[src/inc/sqsel_pkg.sv]
// Sequence select and start block: shared constants and types.
// Assumes a single 20 MHz clock domain with synchronous reset.
package sqsel_pkg;
  localparam int          NUM_INPUTS   = 9;
  localparam int          SEL_INPUTS   = 7;
  localparam int          SEG_COUNT    = 8;
  localparam logic [6:0]  MAX_SEQ      = 7'h63;
  // Offsets of the register port (word indices)
  localparam logic [3:0]  ADDR_CTRL    = 4'h0;
  localparam logic [3:0]  ADDR_ASSIGN  = 4'h1;
  localparam logic [3:0]  ADDR_USEDMSK = 4'h2;
  localparam logic [3:0]  ADDR_RUNCMD  = 4'h3;
  localparam logic [3:0]  ADDR_STATUS  = 4'h4;
  localparam logic [3:0]  ADDR_CHAIN   = 4'h5;
  localparam logic [3:0]  ADDR_STEP    = 4'h6;
  // Field positions
  localparam int          CTRL_LEVEL   = 0;
  localparam int          CTRL_TRACE   = 1;
  localparam int          ASG_ABORT_LO = 4;
  // Reset values
  localparam logic [3:0]  START_ASG_RST = 4'h9;
  localparam logic [3:0]  ABORT_ASG_RST = 4'h0;
  localparam logic [8:0]  USED_RST      = 9'h000;
  localparam logic [7:0]  CHAIN_RST     = 8'h00;

  typedef enum logic [1:0] {
    SQSEL_IDLE   = 2'b00,
    SQSEL_RUN    = 2'b01,
    SQSEL_PAUSED = 2'b10
  } sqsel_state_t;
endpackage

[src/inc/sqsel_sync_if.sv]
// Carrier between the top and its input synchroniser.
// Holds the raw pins and the synchronised copy.
`timescale 1ns/100ps
`default_nettype none
interface sqsel_sync_if #(parameter int W = 9);
  logic [W-1:0] raw;
  logic [W-1:0] synced;
  modport sync (input raw, output synced);
  modport user (output raw, input synced);
endinterface
`default_nettype wire

[src/design/sqsel_sync.sv]
// Two-stage synchroniser for the discrete inputs.
// Assumes raw pins are asynchronous to clk.
`timescale 1ns/100ps
`default_nettype none
module sqsel_sync (
  input wire logic clk,      // System clock
  input wire logic srst,     // Synchronous reset
  sqsel_sync_if.sync bus     // Raw in, synchronised out
);
  logic [$bits(bus.raw)-1:0] stage1_r;
  logic [$bits(bus.raw)-1:0] stage2_r;

  always_ff @(posedge clk) begin
    if (srst) begin
      stage1_r <= '0;
      stage2_r <= '0;
    end else begin
      stage1_r <= bus.raw;
      stage2_r <= stage1_r;
    end
  end

  assign bus.synced = stage2_r;
endmodule // sqsel_sync
`default_nettype wire

[src/design/sqsel_top.sv]
// Sequence select and start: input mapping, start/abort, run and chaining.
// Assumes a simple register port and a sequencer that acks each step.
`timescale 1ns/100ps
`default_nettype none
module sqsel_top
  import sqsel_pkg::*;
#(
  parameter int NIN = NUM_INPUTS
) (
  input  wire logic           clk,        // 20 MHz clock
  input  wire logic           srst,       // Sync reset, active high
  input  wire logic [NIN-1:0] inPins,     // Discrete inputs 1..9
  input  wire logic [3:0]     regAddr,    // Register index
  input  wire logic [31:0]    regWdata,   // Write data
  input  wire logic           regWr,      // Write strobe
  input  wire logic           regRd,      // Read strobe
  output logic      [31:0]    regRdata,   // Read data, cycle after strobe
  input  wire logic           stepDone,   // Sequencer finished a statement
  input  wire logic           segDone,    // Current segment finished
  input  wire logic           seqEnd,     // Sequencer reached end
  output logic                running,    // Sequence active
  output logic                paused,     // Motion paused
  output logic                resumePulse,// Resume paused motion
  output logic                abortPulse, // Abort request
  output logic      [6:0]     seqNum,     // Held sequence number
  output logic      [2:0]     segNum,     // Current segment
  output logic                traceValid  // Statement executed, trace on
);
  sqsel_state_t state_r;
  logic [3:0]   startAsg_r;
  logic [3:0]   abortAsg_r;
  logic [8:0]   otherUse_r;
  logic         levelMode_r;
  logic         trace_r;
  logic [7:0]   chain_r;
  logic [15:0]  stepCnt_r;
  logic         startPrev_r;
  logic         startIn;
  logic         abortIn;
  logic         startRise;
  logic         startFall;
  logic [6:0]   selVal;
  logic         runCmd;
  logic [6:0]   runNum;
  logic [NIN-1:0] pinSync;

  sqsel_sync_if #(.W(NIN)) syncBus ();
  assign syncBus.raw = inPins;
  assign pinSync     = syncBus.synced;

  sqsel_sync u_sync (
    .clk  (clk),
    .srst (srst),
    .bus  (syncBus)
  );

  // Assignment 0 means unmapped
  always_comb begin
    startIn = 1'b0;
    abortIn = 1'b0;
    if (startAsg_r != 4'h0 && startAsg_r <= 4'(NIN)) begin
      startIn = pinSync[startAsg_r - 4'h1];
    end
    if (abortAsg_r != 4'h0 && abortAsg_r <= 4'(NIN)) begin
      abortIn = pinSync[abortAsg_r - 4'h1];
    end
  end

  // Inputs used by start, abort or other functions read as zero
  always_comb begin
    logic [8:0] used;
    used = otherUse_r;
    if (startAsg_r != 4'h0 && startAsg_r <= 4'h9) begin
      used[startAsg_r - 4'h1] = 1'b1;
    end
    if (abortAsg_r != 4'h0 && abortAsg_r <= 4'h9) begin
      used[abortAsg_r - 4'h1] = 1'b1;
    end
    selVal = pinSync[SEL_INPUTS-1:0] & ~used[SEL_INPUTS-1:0];
  end

  assign startRise = startIn & ~startPrev_r;
  assign startFall = ~startIn & startPrev_r;
  assign runCmd    = regWr && regAddr == ADDR_RUNCMD
                     && regWdata[6:0] <= MAX_SEQ;
  assign runNum    = regWdata[6:0];

  always_ff @(posedge clk) begin
    if (srst) begin
      startPrev_r <= 1'b0;
    end else begin
      startPrev_r <= startIn;
    end
  end

  // Configuration registers
  always_ff @(posedge clk) begin
    if (srst) begin
      levelMode_r <= 1'b0;
      trace_r     <= 1'b0;
      startAsg_r  <= START_ASG_RST;
      abortAsg_r  <= ABORT_ASG_RST;
      otherUse_r  <= USED_RST;
      chain_r     <= CHAIN_RST;
    end else if (regWr) begin
      unique case (regAddr)
        ADDR_CTRL: begin
          levelMode_r <= regWdata[CTRL_LEVEL];
          trace_r     <= regWdata[CTRL_TRACE];
        end
        ADDR_ASSIGN: begin
          startAsg_r <= regWdata[3:0];
          abortAsg_r <= regWdata[ASG_ABORT_LO +: 4];
        end
        ADDR_USEDMSK: otherUse_r <= regWdata[8:0];
        ADDR_CHAIN:   chain_r    <= regWdata[7:0];
        default: ;
      endcase
    end
  end

  // Run state machine
  always_ff @(posedge clk) begin
    if (srst) begin
      state_r     <= SQSEL_IDLE;
      seqNum      <= 7'h00;
      segNum      <= 3'h0;
      resumePulse <= 1'b0;
      abortPulse  <= 1'b0;
    end else begin
      resumePulse <= 1'b0;
      abortPulse  <= 1'b0;
      unique case (state_r)
        SQSEL_IDLE: begin
          if (startRise && selVal <= MAX_SEQ) begin
            seqNum  <= selVal;
            segNum  <= 3'h0;
            state_r <= SQSEL_RUN;
          end else if (runCmd) begin
            seqNum  <= runNum;
            segNum  <= 3'h0;
            state_r <= SQSEL_RUN;
          end
        end
        SQSEL_RUN, SQSEL_PAUSED: begin
          if (abortIn || (levelMode_r && startFall)) begin
            abortPulse <= 1'b1;
            state_r    <= SQSEL_IDLE;
          end else if (seqEnd) begin
            state_r <= SQSEL_IDLE;
          end else if (state_r == SQSEL_PAUSED && startRise) begin
            resumePulse <= 1'b1;
            state_r     <= SQSEL_RUN;
          end else if (segDone) begin
            if (chain_r[segNum]) begin
              segNum <= segNum + 3'h1;
            end else begin
              state_r <= SQSEL_PAUSED;
            end
          end
        end
        default: state_r <= SQSEL_IDLE;
      endcase
    end
  end

  always_ff @(posedge clk) begin
    if (srst) begin
      running <= 1'b0;
      paused  <= 1'b0;
    end else begin
      running <= state_r != SQSEL_IDLE;
      paused  <= state_r == SQSEL_PAUSED;
    end
  end

  // Trace reporting
  always_ff @(posedge clk) begin
    if (srst) begin
      traceValid <= 1'b0;
      stepCnt_r  <= 16'h0000;
    end else begin
      traceValid <= trace_r && stepDone && state_r != SQSEL_IDLE;
      if (stepDone && state_r != SQSEL_IDLE) begin
        stepCnt_r <= stepCnt_r + 16'h0001;
      end
    end
  end

  // Read port
  always_ff @(posedge clk) begin
    if (srst) begin
      regRdata <= 32'h0000_0000;
    end else if (regRd) begin
      unique case (regAddr)
        ADDR_CTRL:    regRdata <= {30'h0, trace_r, levelMode_r};
        ADDR_ASSIGN:  regRdata <= {24'h0, abortAsg_r, startAsg_r};
        ADDR_USEDMSK: regRdata <= {23'h0, otherUse_r};
        ADDR_STATUS:  regRdata <= {20'h0, state_r, segNum, seqNum};
        ADDR_CHAIN:   regRdata <= {24'h0, chain_r};
        ADDR_STEP:    regRdata <= {16'h0, stepCnt_r};
        default:      regRdata <= 32'h0000_0000;
      endcase
    end else begin
      regRdata <= 32'h0000_0000;
    end
  end
endmodule // sqsel_top
`default_nettype wire

[config.mk]
export PLATFORM = sky130hd
export DESIGN_NAME = sqsel_top
export DESIGN_NICKNAME = d
export VERILOG_FILES = /design/src/inc/sqsel_pkg.sv /design/src/inc/sqsel_sync_if.sv /design/src/design/sqsel_sync.sv /design/src/design/sqsel_top.sv
export SDC_FILE = /design/constraint.sdc
export NUM_CORES = 1
export LEC_CHECK = 0
export BUFFER_PORTS_ARGS = -buffer_cell sky130_fd_sc_hd__buf_4
export CORE_MARGIN = 2
export CORE_UTILIZATION = 54
export CTS_CLUSTER_SIZE = 40
export DETAILED_ROUTE_END_ITERATION = 10
export MAX_ROUTING_LAYER = met4
export PLACE_DENSITY_LB_ADDON = 0.25
export SKIP_LAST_GASP = 1
export SYNTH_ARGS = -nofsm -noshare
export SYNTH_HDL_FRONTEND = slang
export SYNTH_SLANG_ARGS = --single-unit
[constraint.sdc]
create_clock -name clk -period 3.6 [get_ports clk]
set_clock_uncertainty 0.05 [all_clocks]
set_input_delay 0.54 -clock clk [delete_from_list [all_inputs] [get_ports clk]]
set_output_delay 0.54 -clock clk [all_outputs]
set_load 0.01 [all_outputs]
==> impl_metrics.ini <==
[setup_path]
cp_slowest_cell = dfxtp_1
worstPathRequired_ps = 3840
start_kind = flop
crit_chain = inv_1 > ha_1 > mux2i_1 > nand2_1 > a32o_1 > nor4_1 > a21bo_2 > o32a_1 > or4_1 > a21oi_1
cp.arrival_ps = 3530
max_stage_delay_ps = 480
critPathMaxFanout = 8
crit_type = reg -> reg
r2r_slack_ps = 310
critPathCaptureType = flop

[cts]
ctsResizeCount = 0
cts_root_buffer = clkbuf_8
cts_setup_buffers = 0
cts_num_sinks = 95
tritoncts = yes
clockBufferDepth = 2
clkTransAtPathRegs_ps = 90
numCtsBuffers = 9
clk_latency_ps = 360
cts_hold_buf = 0
htreeDepth = 3

[detailed_routing]
drt_first_iter_violations = 401
first_pass_iters = 6
via_per_inst = 5.88
vias = 3931
wire_per_inst_um = 16.7
drt-total-wl_mm = 11.2
drc = 0
antenna_left = 0

[layout]
syn_to_final_growth_pct = 14.3
fillers = 723
nets = 626
n_antenna_cell = 0
final_layout_size_suffix_gt1_frac = 0.179
seq_area_mm2 = 0.00190
multi_input_area_mm2 = 0.00242

[outcome]
outcome = completed

[sta]
period_minus_slack_ps = 3290
tightest_slew_ps = 793
fmax_mhz = 304
setup_tns_ps = 0
relSlewSlack = 0.468
rsz0062_at_grt = no
holdWs_ps = 335
finalMaxSlewViolations = 0
hold_viol_final = 0
setup_violations = 0
fin_crit_sh = 0.913

[place]
portBuffers = 59
gp_congestion = 0.922
dp.final_hpwl_mm = 8.23

[synth]
synth.cell_area_mm2 = 0.00456
synth_edf_count = 0
synthCells = 507
ys_seq_area_frac = 0.417
syn_area_per_cell_um2 = 9.00
yosysWarnings = 0
ys_seq_elements = 95
synth_flop_cell = dfxtp_1
yosysUniqueCellTypes = 61
async_reset_ff_frac = 0

[die]
die_h_um = 95.9
die_w_um = 95.9
ioPinCount = 99
start_util = 0.556
core_mm2 = 0.00822
die_area_mm2 = 0.00920
rows = 33

[global_routing]
grt.overflow.total = 0
grt_usage = 0.259
grt_pass1_vias = 3449
antenna_found_initial = 0
grt_max_degree = 69
grt_pass1_wl_mm = 17.7

[flow_run]
maxCapViolCount = 0

[pwr]
p_leak_nw = 2.04
power_density_mw_per_mm2 = 410
vdd_drop_max_uv = 252

[min_path]
hold_class = in -> reg
-- worst paths after layout --
check | startpoint | to | cells after the start
worst max-delay path | abortAsg_r[1] | segNum[0] | 10
worst min-delay path | inPins[0] | u_sync.stage1_r[0] | 2
worst max register to register | abortAsg_r[1] | segNum[0] | 10
worst min register to register | u_sync.stage1_r[4] | u_sync.bus.synced[4] | 1
-- routing by layer --
layer | GRT usage | share of wire
met1 | 0.356 | 0.45
met2 | 0.386 | 0.45
met3 | 0.0368 | 0.079
met4 | 0.100 | 0.023
met5 | - | 0
-- cell type report --
class | count | share of cell area
well taps | 105 | 0.0252
repair buffers | 70 | 0.101
multi-input cells | 368 | 0.464
clock inverters | 6 | 0.0103
flip-flops and latches | 95 | 0.364
clock buffers | 10 | 0.0245
inverters | 15 | 0.0108
-- where the power goes --
part	leakage (nW)	switching, mW	internal [mW]	total (mW)
sequential	0.771	0.0464	1.09	1.14
combinational	1.18	0.199	0.142	0.342
clock	0.0890	0.399	0.263	0.661
total	2.04	0.645	1.49	2.14
-- cell usage in the layout, fill, tap and decap left out, drive strengths merged, types with 8 or more instances in the layout --
master	Yosys	final
a21oi	36	36
a222oi	8	8
a22oi	13	13
and3	8	8
buf	22	70
clkbuf	22	10
conb	1	16
dfxtp	95	95
ha	15	15
inv	15	17
mux2i	11	11
nand2	49	49
nand3	34	34
nor2	33	33
nor2b	25	25
xor2	13	13
-- per-stage QoR --
| stage | total power, mW | setup slack (ps) | instances | instance area, um2 | utilization |
|---|---|---|---|---|---|
| 3_5_place_dp | 1.50 | 352 | 653 | 5040 | 0.613 |
| 2_1_floorplan | 1.38 | 656 | 522 | 4620 | - |
| 3_3_place_gp | 1.48 | 462 | 653 | 5040 | 0.613 |
| 5_1_grt | 2.23 | 47.5 | 669 | 5220 | 0.635 |
| 4_1_cts | 2.15 | 319 | 669 | 5220 | 0.635 |
| 6_report | 2.14 | 313 | 669 | 5220 | 0.635 |
-- cells in the mapped netlist, types with 11 or more instances --
cell type | number | share of area
dfxtp_1 | 95 | 0.42
nand2_1 | 49 | 0.040
a21oi_1 | 36 | 0.039
nand3_1 | 34 | 0.037
nor2_1 | 33 | 0.027
nor2b_1 | 25 | 0.034
clkbuf_1 | 22 | 0.018
buf_4 | 17 | 0.028
ha_1 | 15 | 0.041
inv_1 | 15 | 0.012
a22oi_1 | 13 | 0.021
xor2_1 | 13 | 0.025
mux2i_1 | 11 | 0.024
-- cell families after synthesis --
kind of cell,Yosys count,synth area share
AND/OR/NAND/NOR,198,0.225
AO/OA/AOI/OAI,103,0.161
flip-flops,95,0.417
buffers and inverters,59,0.0650
multiplexers,21,0.0620
adder cells (fa/ha/maj),15,0.0411
XOR/XNOR,15,0.0288
other,1,0.000822
-- sequential cells by signal (all words and copies together), names as in the netlist --
name               count
resumePulse            1
chain_r                8
abortPulse             1
startPrev_r            1
traceValid             1
trace_r                1
u_sync.stage1_r        9
state_r                2
regRdata              16
stepCnt_r             16
seqNum                 7
otherUse_r             9
startAsg_r             4
running                1
segNum                 3
levelMode_r            1
abortAsg_r             4
u_sync.bus.synced      9
paused                 1
-- critical path, delay by kind of cell, from the launching register on --
family / cells / cell delay, ps
AO/OA/AOI/OAI: 4 / 1090
AND/OR/NAND/NOR: 3 / 790
flip-flops: 1 / 480
adder cells (fa/ha/maj): 1 / 400
multiplexers: 1 / 260
buffers and inverters: 1 / 140
No activity file was read; power rests on OpenSTA's default activity.
